==> src/common/plc_pkg.sv <==
// constants, field layout, reset values and types of the link control register
// assumes a 16-bit management register reached over a two-wire serial frame
package plc_pkg;

  // management frame
  localparam logic [4:0] REG_ADDR = 5'h17;
  localparam logic [4:0] PHY_ADDR_DFLT = 5'h01;
  localparam int unsigned DATA_W = 16;
  localparam logic [5:0] PRE_ONES = 6'h20;
  localparam logic [4:0] HDR_LAST = 5'h0c;
  localparam logic [4:0] DATA_LAST = 5'h0f;
  localparam logic [1:0] OP_RD = 2'h2;
  localparam logic [1:0] OP_WR = 2'h1;

  // field positions
  localparam int unsigned F_PHONE_DET = 15;
  localparam int unsigned F_PD_EN = 14;
  localparam int unsigned F_LINK_EN = 13;
  localparam int unsigned F_ATT_HI = 12;
  localparam int unsigned F_ATT_LO = 10;
  localparam int unsigned F_PARTNER = 7;
  localparam int unsigned F_JABBER = 6;
  localparam int unsigned F_HEARTBEAT = 5;
  localparam int unsigned F_TP_ECHO = 4;
  localparam int unsigned F_PRE_HI = 3;
  localparam int unsigned F_PRE_LO = 2;
  localparam int unsigned F_FORCE = 0;

  // reset values
  localparam logic RST_PD_EN = 1'b0;
  localparam logic RST_LINK_EN = 1'b1;
  localparam logic [2:0] RST_ATT = 3'h4;
  localparam logic RST_JABBER = 1'b1;
  localparam logic RST_HEARTBEAT = 1'b0;
  localparam logic RST_TP_ECHO = 1'b0;
  localparam logic [1:0] RST_PRE = 2'h2;
  localparam logic RST_FORCE = 1'b0;

  // downshift mode bits
  localparam int unsigned DS_MODE_100 = 1;
  localparam int unsigned DS_MODE_10 = 0;

  typedef enum logic [2:0] {
    PLC_PRE = 3'h0,
    PLC_HDR = 3'h1,
    PLC_TA = 3'h3,
    PLC_RDATA = 3'h2,
    PLC_WDATA = 3'h6
  } plc_mdio_state_t;

  typedef enum logic [1:0] {
    PLC_SPD_1000 = 2'h0,
    PLC_SPD_100 = 2'h1,
    PLC_SPD_10 = 2'h3
  } plc_speed_t;

  // 10 Mb/s preamble length in bytes
  function automatic logic [2:0] pre_bytes(input logic [1:0] code);
    unique case (code)
      2'h0: pre_bytes = 3'h0;
      2'h1: pre_bytes = 3'h1;
      2'h2: pre_bytes = 3'h2;
      2'h3: pre_bytes = 3'h7;
    endcase
  endfunction

endpackage

==> src/common/plc_ds_if.sv <==
// carrier between the register bank and the speed downshift sequencer
// assumes both ends run on the same clock
`timescale 1ns/1ps
interface plc_ds_if;
  logic [2:0] attempts;
  logic [1:0] mode;
  logic neg_fail;
  logic link_lost;
  logic link_enable;
  plc_pkg::plc_speed_t speed;

  modport ctl (output attempts, output mode, output neg_fail, output link_lost,
    output link_enable, input speed);
  modport ds (input attempts, input mode, input neg_fail, input link_lost,
    input link_enable, output speed);
endinterface

==> src/hdl/plc_downshift.sv <==
// speed downshift sequencer: 1000 -> 100 -> 10 -> 1000 after repeated failures
// assumes one-cycle neg_fail and link_lost pulses from the negotiation logic
`timescale 1ns/1ps
module plc_downshift (
  input wire logic clock,
  input wire logic reset,
  plc_ds_if.ds bus
);
  typedef struct packed {
    plc_pkg::plc_speed_t speed;
    logic [2:0] fails;
  } plc_ds_st_t;

  plc_ds_st_t st_r;
  plc_ds_st_t st_nxt;

  function automatic plc_pkg::plc_speed_t next_speed(input plc_pkg::plc_speed_t cur,
    input logic [1:0] mode);
    next_speed = plc_pkg::PLC_SPD_1000;
    if (cur == plc_pkg::PLC_SPD_1000 && mode[plc_pkg::DS_MODE_100]) begin
      next_speed = plc_pkg::PLC_SPD_100;
    end else if (cur != plc_pkg::PLC_SPD_10 && mode[plc_pkg::DS_MODE_10]) begin
      next_speed = plc_pkg::PLC_SPD_10;
    end
  endfunction

  always_comb begin
    st_nxt = st_r;
    if (!bus.link_enable || bus.link_lost) begin
      // restart from the top speed on any link loss
      st_nxt.speed = plc_pkg::PLC_SPD_1000;
      st_nxt.fails = 3'h0;
    end else if (bus.neg_fail) begin
      if (st_r.fails == bus.attempts) begin
        st_nxt.speed = next_speed(st_r.speed, bus.mode);
        st_nxt.fails = 3'h0;
      end else begin
        st_nxt.fails = st_r.fails + 3'h1;
      end
    end
  end

  always_ff @(posedge clock) begin
    if (reset) begin
      st_r <= '{speed: plc_pkg::PLC_SPD_1000, fails: 3'h0};
    end else begin
      st_r <= st_nxt;
    end
  end

  assign bus.speed = st_r.speed;

  chk_ds_restart: assert property (@(posedge clock) disable iff (reset)
    bus.link_lost |=> bus.speed == plc_pkg::PLC_SPD_1000)
    else $error("speed not back at top after link loss");

  chk_ds_step_down: assert property (@(posedge clock) disable iff (reset)
    (bus.link_enable && !bus.link_lost && bus.neg_fail && st_r.fails == bus.attempts
     && st_r.speed == plc_pkg::PLC_SPD_1000 && bus.mode[plc_pkg::DS_MODE_100])
    |=> bus.speed == plc_pkg::PLC_SPD_100)
    else $error("no step down after configured failures");
endmodule

==> src/hdl/plc_sync.sv <==
// three-stage pin synchroniser; a change counts once stages two and three agree
// assumes inputs are asynchronous to clock
`timescale 1ns/1ps
module plc_sync #(
  parameter int unsigned W = 4
) (
  input wire logic clock,
  input wire logic reset,
  input wire logic [W-1:0] din,
  output logic [W-1:0] dout
);
  typedef struct packed {
    logic [W-1:0] s1;
    logic [W-1:0] s2;
    logic [W-1:0] s3;
    logic [W-1:0] q;
  } plc_sync_st_t;

  plc_sync_st_t st_r;
  plc_sync_st_t st_nxt;

  always_comb begin
    st_nxt.s1 = din;
    st_nxt.s2 = st_r.s1;
    st_nxt.s3 = st_r.s2;
    st_nxt.q = (~(st_r.s2 ^ st_r.s3) & st_r.s3) | ((st_r.s2 ^ st_r.s3) & st_r.q);
  end

  always_ff @(posedge clock) begin
    if (reset) begin
      st_r <= '0;
    end else begin
      st_r <= st_nxt;
    end
  end

  assign dout = st_r.q;
endmodule

==> src/hdl/plc_top.sv <==
// link control register at management address 23 with its serial frame engine
// assumes mdc at most clock/16, management pins asynchronous to clock
`timescale 1ns/1ps
module plc_top #(
  parameter logic [4:0] PHY_ADDR = plc_pkg::PHY_ADDR_DFLT
) (
  input wire logic clock,
  input wire logic reset,
  input wire logic mdc,
  input wire logic mdio_in,
  output logic mdio_out,
  output logic mdio_oe,
  input wire logic phone_detect_in,
  input wire logic partner_detect_in,
  input wire logic irq_pending,
  input wire logic neg_fail,
  input wire logic link_lost,
  input wire logic [1:0] downshift_mode,
  output logic link_enable,
  output logic standby,
  output logic link_pulse_watch,
  output logic phone_detect_start,
  output logic cable_reflectometry_avail,
  output logic [3:0] downshift_attempts,
  output logic [1:0] speed_sel,
  output logic jabber_enable,
  output logic heartbeat_enable,
  output logic twisted_pair_echo_disable,
  output logic [2:0] preamble_bytes,
  output logic mgmt_irq_n
);
  typedef struct packed {
    plc_pkg::plc_mdio_state_t st;
    logic [5:0] ones;
    logic [4:0] bcnt;
    logic [15:0] sh;
    logic hit;
    logic is_rd;
    logic wr_stb;
    logic mdo;
    logic oe;
    logic mdc_d;
    logic pd_en;
    logic link_en;
    logic [2:0] att;
    logic partner;
    logic jab_dis;
    logic hb_en;
    logic tp_dis;
    logic [1:0] pre;
    logic force_irq;
    logic phone_det;
    logic pd_active;
    logic pd_start;
  } plc_top_st_t;

  localparam plc_top_st_t RST = '{
    st: plc_pkg::PLC_PRE,
    ones: 6'h00,
    bcnt: 5'h00,
    sh: 16'h0000,
    hit: 1'b0,
    is_rd: 1'b0,
    wr_stb: 1'b0,
    mdo: 1'b0,
    oe: 1'b0,
    mdc_d: 1'b0,
    pd_en: plc_pkg::RST_PD_EN,
    link_en: plc_pkg::RST_LINK_EN,
    att: plc_pkg::RST_ATT,
    partner: 1'b0,
    jab_dis: plc_pkg::RST_JABBER,
    hb_en: plc_pkg::RST_HEARTBEAT,
    tp_dis: plc_pkg::RST_TP_ECHO,
    pre: plc_pkg::RST_PRE,
    force_irq: plc_pkg::RST_FORCE,
    phone_det: 1'b0,
    pd_active: 1'b0,
    pd_start: 1'b0
  };

  plc_top_st_t st_r;
  plc_top_st_t st_nxt;

  logic [3:0] pin_f;
  logic mdc_f;
  logic mdio_f;
  logic phone_f;
  logic partner_f;
  logic mdc_rise;
  logic rd_pulse;
  logic partner_set;
  logic [12:0] hdr;
  logic [15:0] rd_word;

  plc_ds_if u_dsif ();

  plc_sync #(
    .W(4)
  ) u_sync (
    .clock(clock),
    .reset(reset),
    .din({mdc, mdio_in, phone_detect_in, partner_detect_in}),
    .dout(pin_f)
  );

  plc_downshift u_ds (
    .clock(clock),
    .reset(reset),
    .bus(u_dsif.ds)
  );

  assign mdc_f = pin_f[3];
  assign mdio_f = pin_f[2];
  assign phone_f = pin_f[1];
  assign partner_f = pin_f[0];
  assign mdc_rise = mdc_f & ~st_r.mdc_d;
  assign hdr = {st_r.sh[11:0], mdio_f};
  assign rd_pulse = mdc_rise && st_r.st == plc_pkg::PLC_TA && st_r.bcnt == 5'h00
    && st_r.is_rd && st_r.hit;
  // partner watch only runs with linking off
  assign partner_set = ~st_r.link_en & partner_f;

  // read value; reserved and unlisted positions stay zero
  always_comb begin
    rd_word = 16'h0000;
    rd_word[plc_pkg::F_PHONE_DET] = st_r.phone_det & ~st_r.link_en & st_r.pd_en;
    rd_word[plc_pkg::F_PD_EN] = st_r.pd_en;
    rd_word[plc_pkg::F_LINK_EN] = st_r.link_en;
    rd_word[plc_pkg::F_ATT_HI:plc_pkg::F_ATT_LO] = st_r.att;
    rd_word[plc_pkg::F_PARTNER] = st_r.partner;
    rd_word[plc_pkg::F_JABBER] = st_r.jab_dis;
    rd_word[plc_pkg::F_HEARTBEAT] = st_r.hb_en;
    rd_word[plc_pkg::F_TP_ECHO] = st_r.tp_dis;
    rd_word[plc_pkg::F_PRE_HI:plc_pkg::F_PRE_LO] = st_r.pre;
    rd_word[plc_pkg::F_FORCE] = st_r.force_irq;
  end

  always_comb begin
    st_nxt = st_r;
    st_nxt.mdc_d = mdc_f;
    st_nxt.wr_stb = 1'b0;
    // serial frame engine, advances once per mdc rising edge
    if (mdc_rise) begin
      unique case (st_r.st)
        plc_pkg::PLC_PRE: begin
          if (mdio_f) begin
            if (st_r.ones != plc_pkg::PRE_ONES) begin
              st_nxt.ones = st_r.ones + 6'h01;
            end
          end else begin
            // first start bit after a full preamble
            if (st_r.ones == plc_pkg::PRE_ONES) begin
              st_nxt.st = plc_pkg::PLC_HDR;
              st_nxt.bcnt = 5'h00;
            end
            st_nxt.ones = 6'h00;
          end
        end
        plc_pkg::PLC_HDR: begin
          st_nxt.sh = {st_r.sh[14:0], mdio_f};
          if (st_r.bcnt == plc_pkg::HDR_LAST) begin
            st_nxt.bcnt = 5'h00;
            if (hdr[12] && (hdr[11:10] == plc_pkg::OP_RD || hdr[11:10] == plc_pkg::OP_WR)) begin
              st_nxt.st = plc_pkg::PLC_TA;
              st_nxt.is_rd = hdr[11:10] == plc_pkg::OP_RD;
              st_nxt.hit = hdr[9:5] == PHY_ADDR && hdr[4:0] == plc_pkg::REG_ADDR;
            end else begin
              st_nxt.st = plc_pkg::PLC_PRE;
            end
          end else begin
            st_nxt.bcnt = st_r.bcnt + 5'h01;
          end
        end
        plc_pkg::PLC_TA: begin
          if (st_r.bcnt == 5'h00) begin
            st_nxt.bcnt = 5'h01;
            if (rd_pulse) begin
              // second turnaround bit driven low, data captured now
              st_nxt.oe = 1'b1;
              st_nxt.mdo = 1'b0;
              st_nxt.sh = rd_word;
            end
          end else begin
            st_nxt.bcnt = 5'h00;
            if (st_r.is_rd) begin
              st_nxt.st = plc_pkg::PLC_RDATA;
              st_nxt.mdo = st_r.hit & st_r.sh[15];
              st_nxt.sh = {st_r.sh[14:0], 1'b0};
            end else begin
              st_nxt.st = plc_pkg::PLC_WDATA;
            end
          end
        end
        plc_pkg::PLC_RDATA: begin
          if (st_r.bcnt == plc_pkg::DATA_LAST) begin
            st_nxt.oe = 1'b0;
            st_nxt.mdo = 1'b0;
            st_nxt.st = plc_pkg::PLC_PRE;
            st_nxt.bcnt = 5'h00;
          end else begin
            st_nxt.mdo = st_r.hit & st_r.sh[15];
            st_nxt.sh = {st_r.sh[14:0], 1'b0};
            st_nxt.bcnt = st_r.bcnt + 5'h01;
          end
        end
        plc_pkg::PLC_WDATA: begin
          st_nxt.sh = {st_r.sh[14:0], mdio_f};
          if (st_r.bcnt == plc_pkg::DATA_LAST) begin
            st_nxt.wr_stb = st_r.hit;
            st_nxt.st = plc_pkg::PLC_PRE;
            st_nxt.bcnt = 5'h00;
          end else begin
            st_nxt.bcnt = st_r.bcnt + 5'h01;
          end
        end
        default: begin
          st_nxt.st = plc_pkg::PLC_PRE;
          st_nxt.oe = 1'b0;
          st_nxt.mdo = 1'b0;
        end
      endcase
    end

    // register write; read-only and reserved positions are ignored
    if (st_r.wr_stb) begin
      st_nxt.pd_en = st_r.sh[plc_pkg::F_PD_EN];
      st_nxt.link_en = st_r.sh[plc_pkg::F_LINK_EN];
      st_nxt.att = st_r.sh[plc_pkg::F_ATT_HI:plc_pkg::F_ATT_LO];
      st_nxt.jab_dis = st_r.sh[plc_pkg::F_JABBER];
      st_nxt.hb_en = st_r.sh[plc_pkg::F_HEARTBEAT];
      st_nxt.tp_dis = st_r.sh[plc_pkg::F_TP_ECHO];
      st_nxt.pre = st_r.sh[plc_pkg::F_PRE_HI:plc_pkg::F_PRE_LO];
      st_nxt.force_irq = st_r.sh[plc_pkg::F_FORCE];
    end

    // latched high: a set in the read cycle survives the clear
    st_nxt.partner = partner_set | (st_r.partner & ~rd_pulse);

    // phone detection starts on each fall of link enable while pd_en is set
    st_nxt.pd_start = st_r.link_en & ~st_nxt.link_en & st_nxt.pd_en;
    if (st_nxt.pd_start) begin
      st_nxt.pd_active = 1'b1;
      st_nxt.phone_det = 1'b0;
    end else begin
      if (st_nxt.link_en || !st_nxt.pd_en) begin
        st_nxt.pd_active = 1'b0;
      end
      if (st_r.pd_active && phone_f) begin
        st_nxt.phone_det = 1'b1;
      end
    end
  end

  always_ff @(posedge clock) begin
    if (reset) begin
      st_r <= RST;
    end else begin
      st_r <= st_nxt;
    end
  end

  assign u_dsif.attempts = st_r.att;
  assign u_dsif.mode = downshift_mode;
  assign u_dsif.neg_fail = neg_fail;
  assign u_dsif.link_lost = link_lost;
  assign u_dsif.link_enable = st_r.link_en;

  assign mdio_out = st_r.mdo;
  assign mdio_oe = st_r.oe;
  assign link_enable = st_r.link_en;
  assign link_pulse_watch = st_r.link_en;
  assign standby = ~st_r.link_en;
  assign cable_reflectometry_avail = ~st_r.link_en;
  assign phone_detect_start = st_r.pd_start;
  assign downshift_attempts = {1'b0, st_r.att} + 4'h1;
  assign speed_sel = u_dsif.speed;
  assign jabber_enable = ~st_r.jab_dis;
  assign heartbeat_enable = st_r.hb_en;
  assign twisted_pair_echo_disable = st_r.tp_dis;
  assign preamble_bytes = plc_pkg::pre_bytes(st_r.pre);
  // active-low pin, low for the forced bit or any pending interrupt
  assign mgmt_irq_n = ~(st_r.force_irq | irq_pending);

  chk_phone_gate: assert property (@(posedge clock) disable iff (reset)
    link_enable |-> !rd_word[plc_pkg::F_PHONE_DET])
    else $error("phone bit shown while linking on");

  chk_phone_start: assert property (@(posedge clock) disable iff (reset)
    ($fell(st_r.link_en) && st_r.pd_en) |-> phone_detect_start ##1 !phone_detect_start)
    else $error("phone detection not started on link disable");

  chk_link_on: assert property (@(posedge clock) disable iff (reset)
    (st_r.wr_stb && st_r.sh[plc_pkg::F_LINK_EN]) |=> link_pulse_watch && !standby)
    else $error("link enable write not applied");

  chk_link_off: assert property (@(posedge clock) disable iff (reset)
    (st_r.wr_stb && !st_r.sh[plc_pkg::F_LINK_EN])
    |=> standby && !link_pulse_watch && cable_reflectometry_avail)
    else $error("standby not entered on link disable");

  chk_attempts: assert property (@(posedge clock) disable iff (reset)
    st_r.wr_stb |=> downshift_attempts == {1'b0, $past(st_r.sh[12:10])} + 4'h1)
    else $error("attempt count not field plus one");

  chk_partner_set: assert property (@(posedge clock) disable iff (reset)
    partner_set |=> st_r.partner)
    else $error("partner bit not latched");

  chk_lh_hold: assert property (@(posedge clock) disable iff (reset)
    (st_r.partner && !rd_pulse) |=> st_r.partner)
    else $error("latched bit cleared without a read");

  chk_ten_ctrl: assert property (@(posedge clock) disable iff (reset)
    st_r.wr_stb |=> jabber_enable == !$past(st_r.sh[6]) && heartbeat_enable == $past(st_r.sh[5])
    && twisted_pair_echo_disable == $past(st_r.sh[4]))
    else $error("10 Mb/s control bits not applied");

  chk_preamble: assert property (@(posedge clock) disable iff (reset)
    st_r.pre == 2'h3 |-> preamble_bytes == 3'h7)
    else $error("long preamble code not seven bytes");

  chk_irq_force: assert property (@(posedge clock) disable iff (reset)
    (st_r.wr_stb && st_r.sh[plc_pkg::F_FORCE]) |=> !mgmt_irq_n)
    else $error("forced interrupt not driven low");

  chk_reserved: assert property (@(posedge clock) disable iff (reset)
    rd_pulse |=> st_r.sh[9:8] == 2'h0 && st_r.sh[1] == 1'b0)
    else $error("reserved bits read nonzero");

  chk_read_drive: assert property (@(posedge clock) disable iff (reset)
    rd_pulse |=> mdio_oe && !mdio_out)
    else $error("turnaround not driven low");
endmodule

==> config.mk <==
export PLATFORM = sky130hd
export DESIGN_NAME = plc_top
export DESIGN_NICKNAME = d
export VERILOG_FILES = /design/src/common/plc_pkg.sv /design/src/common/plc_ds_if.sv /design/src/hdl/plc_downshift.sv /design/src/hdl/plc_sync.sv /design/src/hdl/plc_top.sv
export SDC_FILE = /design/constraint.sdc
export NUM_CORES = 1
export LEC_CHECK = 0
export ABC_AREA = 1
export BUFFER_PORTS_ARGS = -buffer_cell sky130_fd_sc_hd__buf_2
export CORE_ASPECT_RATIO = 1.25
export CORE_MARGIN = 2
export CORE_UTILIZATION = 40
export CTS_BUF_LIST = sky130_fd_sc_hd__clkbuf_8
export CTS_CLUSTER_SIZE = 24
export DETAILED_ROUTE_END_ITERATION = 12
export GPL_ROUTABILITY_DRIVEN = 0
export GPL_TIMING_DRIVEN = 0
export PLACE_DENSITY = 0.66
export SYNTH_ARGS = -nofsm -noshare
export SYNTH_HDL_FRONTEND = slang
export SYNTH_SLANG_ARGS = --single-unit
==> constraint.sdc <==
create_clock -name clock -period 2.1 [get_ports clock]
set_clock_uncertainty 0.1 [all_clocks]
set_input_delay 0.315 -clock clock [delete_from_list [all_inputs] [get_ports clock]]
set_output_delay 0.315 -clock clock [all_outputs]
set_load 0.02 [all_outputs]
# Word level (Yosys, flattened, before mapping)
# Index checks and enable logic that the tools add are counted.
dict set report op_classes {
  n_addsub 4
  mul 0
  n_div 0
  n_lt_le_gt_ge 0
  n_eq_ne 29
  shifts 0
  muxes 34
  bitwise_logic 25
  n_reduce_logical 35
}
# operator count
set ops {}
lappend ops {{2-to-1 mux 16 bit} 3}
lappend ops {{case mux 16 bit (3 select lines)} 1}
lappend ops {{2-to-1 mux 5 bit} 5}
lappend ops {{case mux 3 bit (4 select lines)} 2}
lappend ops {{2-to-1 mux 3 bit} 7}
lappend ops {{case mux 5 bit (4 select lines)} 1}
lappend ops {{!= test 2 bit, second input constant} 9}
lappend ops {{2-to-1 mux 17 bit} 1}
lappend ops {{2-to-1 mux 6 bit} 2}
lappend ops {{AND reduction 4 bit} 3}
lappend ops {{equality test 5 x 4 -> 1 bit, second input constant} 2}
lappend ops {{NOT 1 bit} 10}
lappend ops {{AND reduction 5 bit} 2}
lappend ops {{logical AND 1 bit} 9}
lappend ops {{bitwise AND 1 bit} 8}
lappend ops {{bitwise AND 4 bit} 2}
lappend ops {{2-to-1 mux 2 bit} 4}
lappend ops {{OR reduction 2 bit} 4}
lappend ops {{2-to-1 mux 1 bit} 7}
lappend ops {{adder 6 x 1 -> 6 bit, second input constant} 1}
lappend ops {{equality test 2 bit, second input constant} 3}
lappend ops {{equality test 3 x 2 -> 1 bit, second input constant} 2}
lappend ops {{equality test 6 bit, second input constant} 1}
lappend ops {{!= test 6 bit, second input constant} 1}
lappend ops {{30 further kinds} 37}
dict set report word_totals {
  ff_bits 72
  latch_bits 0
  mem_bits_rw 0
  romBits 0
  output_inout_bits 20
  memories 0
}

# Longest topological paths before layout
dict set report logic_depth {
  word_depth 9
  mapped_depth 12
  depth_no_buf 12
}

# Hierarchy
# A second synthesis with hierarchy kept.
dict set report hier_totals {
  cells_unflattened 574
  hier_area_um2 3756.1
}
# mod n_inst cells_each area_per_inst_um2 seq_area_each_um2
set by_module_without_submodules {}
lappend by_module_without_submodules {plc_top 1 455 2869.0 1021.0}
lappend by_module_without_submodules {plc_sync 1 58 510.5 320.3}
lappend by_module_without_submodules {plc_downshift 1 61 376.6 100.1}

# Least setup slack after synthesis
# Ideal clock, no wire load.
dict set report synth_timing {
  kind {register to register}
  startpoint {register st_r[37] in the netlist's numbering}
  endpoint {register st_r (netlist bit hdr[4])}
  arrival_time_ns 1.568
  required_ns 1.886
  setup_slack_ns 0.318
  stages_incl_launch_ff 12
  n_path_buf 1
  period_less_slack_ns 1.782
  path_cell_list {dfxtp_1 ha_1 nand2_1 nor2_1 ha_1 inv_1 nand3_1 nand3_2 nand4_4 buf_6 nor2_1 nor2_2}
}
dict set report synth_via {
  elab_chain_cells 6
}
# item line_no
set synth_lines {}
lappend synth_lines {{start, declared} plc_top.sv:82} ;# plc_top_st_t st_r;
lappend synth_lines {{start signal, assigned} plc_top.sv:259} ;# st_r <= st_nxt;
lappend synth_lines {{logical NOT 5 bit} {plc_top.sv:119, plc_top.sv:176}}
lappend synth_lines {{logical AND 1 bit} plc_top.sv:119} ;# assign rd_pulse = mdc_rise && st_r.st == plc_pkg::PLC_TA && st_r.bcnt == 5'h00
lappend synth_lines {{logical AND 1 bit (2 in series)} plc_top.sv:120} ;# && st_r.is_rd && st_r.hit;
lappend synth_lines {{!= test 3 bit (no line)} -}
lappend synth_lines {{AND reduction 5 bit (no line)} -}
# Parallel ways exist; a longest one is shown, timed or not.
# A chain may end at the register's enable or synchronous reset.

# Worst setup path after layout
# Same ends and word-level chain as after synthesis.

==> metrics.txt <==
kind of critical path reg2reg; IO Pins 31; sum of negative setup slack 0 ns; top_reg_cell synth dfxtp_1; layout cells sized above 1 15.6%; DR pass1 iterations 6; Fmax 0.519 GHz; final worst path period need 1.93 ns; nets 574; Post-synth EDFFs 0; root buffer cell clkbuf_8; Post-synth ARST share 0%; final hold violations 0; area delta synth->final 15.9%; routed wire length 8040 um; clock-pin slew on the worst setup and hold paths 0.08 ns; CP max-delay cell dfxtp_2; Slew headroom 59.7%; vias in the first global route 3024; status finished clean; Cell Count Post-Placement 660; Final Cell Area 0.00406 mm^2; syn nets between 500 and 600; routed via count 3236; MaxCap Viol Count 0; Least-Margin Pin Slew 0.600 ns; crit path cell chain ha_1 -> nand2_1 -> nor2_2 -> ha_2 -> inv_1 -> nand3_2 -> nand3_2 -> nand4_4 -> buf_6 -> nor2_1 -> nor2_2; Post-DP HPWL just under 6000 um; Clock Sinks roughly 70; syn avg cell area 6.86 um^2; H-Tree Depth 3; Yosys reg bits 72; maximum resistive drop on vdd 0.000429 V; startpoint types flip-flop; drt first-iter violations 142; die area 0.00954 mm^2; DR WL/cell 11.8 um; pwr dens 647 mW/mm^2; core outline area 0.00861 mm^2; crit path DAT 2.08 ns; crit-path max cell delay 0.34 ns; GRT Util Overall approximately 18%; crit path max fanout 10; register area 0.00144 mm^2; YS warnings 0; Static Leakage 0.00191 uW; maximum number of pins on one net before global-route repair 13; RSZ-0062 raised after global routing no; number of remaining DRC errors 0; Filler cells 897; gate count after technology mapping 511; Post-Place Cell Area about 0.0038 mm^2; Hold Buf Count CTS 0; Seq/Total Area, Yosys 41.1%; global-route wire length before repair 13600 um; dominant cells by area after synthesis dfxtp_1 (41%), nand2_1 (13%), nor2_1 (11%); clk buf depth 2; post-route ant nets 0; die height 109 um; # setup viols final 0; Worst Path Required 2.25 ns; Cell Count, Final, Fillers Out 679; Port-buffer cells 29; Starting Density approximately 41%; post-route core utilization between 40% and 50%; endpoint class of the critical path flip-flop; CTS tree done; area leader, netlist dfxtp_1; Multi-input gate area 0.00171 mm^2; via density per instance 4.77; top-area cell type share of the netlist area about two fifths; latest clock arrival within the worst-skew pair ~0.35 ns; Die X-Extent 87.8 um; Synth Cell Area between 0.003 and 0.004 mm^2; min-delay worst type in2reg; number of core rows 38; Distinct cells, synth 30; TritonCTS Buffers 9; initial antenna violation count 0; # diodes 0; Overflow after GRT 0; fin. max-slew vios 0; Tcrit/Tclk final between 90% and 100%
==> layout make-up <==
class                      instances  area share [%]
multi-input combinational        354            42.2
sequential                        72            35.5
inverter                          65            6.00
timing repair buffer              32            4.13
clock buffer                      12            4.06
tap                              120            3.69
buffer                            20            3.14
clock inverter                     4            1.26
==> cell families after synthesis <==
kind of cell | synth area share [%]
AO/OA/AOI/OAI | 9.42
buffers and inverters | 10.6
adder cells (fa/ha/maj) | 3.21
XOR/XNOR | 2.00
AND/OR/NAND/NOR | 33.7
flip-flops | 41.1
==> timing repair <==
action / in CTS / in global routing
buffers inserted: 0 / 3
pin swaps: 0 / 1
endpoints found under the hold margin: 0 / 0
gates cloned: 0 / 0
resized for setup: 2 / 6
setup endpoints to repair: 7 / 17
==> where the power goes <==
part | switching, uW | leakage [uW] | total, uW | internal (uW)
registers | 5.69 | 0.000583 | 1380 | 1380
clock network | 534 | 0.000114 | 1180 | 649
logic | 44.3 | 0.00121 | 66.9 | 22.6
==> placed cells by master, fill, tap and decap left out, drive strengths merged <==
master	instances
o21ai	29
clkinv	1
or2	2
xnor2	3
dfxtp	72
ha	9
nand4	9
buf	41
nand3b	1
a21oi	26
and3	1
nor2	110
inv	67
a31oi	1
clkbuf	23
o211ai	3
a211oi	3
xor2	5
nor3	6
bufinv	1
nand3	26
nand2	120
==> routing by layer <==
| metal | vias up | track usage [%] | wire length [um] |
|---|---|---|---|
| met5 | - | 0 | 0 |
| met4 | 0 | 6.48 | 171 |
| li1 | 1675 | - | - |
| met2 | 48 | 31.7 | 3970 |
| met1 | 1497 | 21.6 | 3600 |
| met3 | 16 | 5.07 | 300 |
==> state kept, by name (all words and copies together) (netlist names), named ones only <==
register and cells:
u_sync.st_nxt 8, phone_detect_start 1, mdio_oe 1, hdr 12
rd_word 6, u_dsif.attempts 3, twisted_pair_echo_disable 1, mdio_out 1
link_enable 1, heartbeat_enable 1, u_ds.bus.speed 2, st_r 24
u_ds.st_r 3, u_sync.st_r 4
==> worst max-delay path, delay by kind of cell, from the launching register on <==
family / cells / cell delay [ns]
buffers and inverters: 2 / 0.26
DFF: 1 / 0.34
adders and majority gates: 2 / 0.41
and+or+nand+nor: 7 / 0.72
==> through the flow <==
stage	setup WS, ns	hold slack [ns]	total power (uW)
global route	0.0477	0.0467	2730
CTS	0.0208	0.0478	2650
finish	0.173	0.0609	2630
global placement	0.0351	0.290	1480
detailed placement	0.00392	0.296	1480
floorplan	0.318	0.288	1450
==> final timing paths <==
path               startpoint  cells after the start           endpoint  slack (ns)
max                  st_r[37]                     11             hdr[4]        0.17
min                   mdio_in                      3  u_sync.st_nxt[10]        0.06
max reg2reg          st_r[37]                     11             hdr[4]        0.17
min reg2reg  u_sync.st_nxt[8]                      2   u_sync.st_nxt[4]        0.30
==> Yosys cell counts (2+ instances only) <==
library cell / n
xor2_1: 5
nand3_1: 22
inv_2: 5
o211ai_1: 3
buf_4: 4
nand4_1: 8
ha_1: 9
a21oi_1: 26
nor3_1: 5
nor2_4: 2
inv_1: 60
dfxtp_1: 72
or2_2: 2
clkbuf_1: 11
nor2_1: 103
o21ai_0: 26
xnor2_1: 3
a211oi_1: 3
buf_6: 5
nor2_2: 5
o21ai_1: 2
nand3_2: 4
nand2_1: 117
nand2_2: 3
No activity file was read; power rests on OpenSTA's default activity.
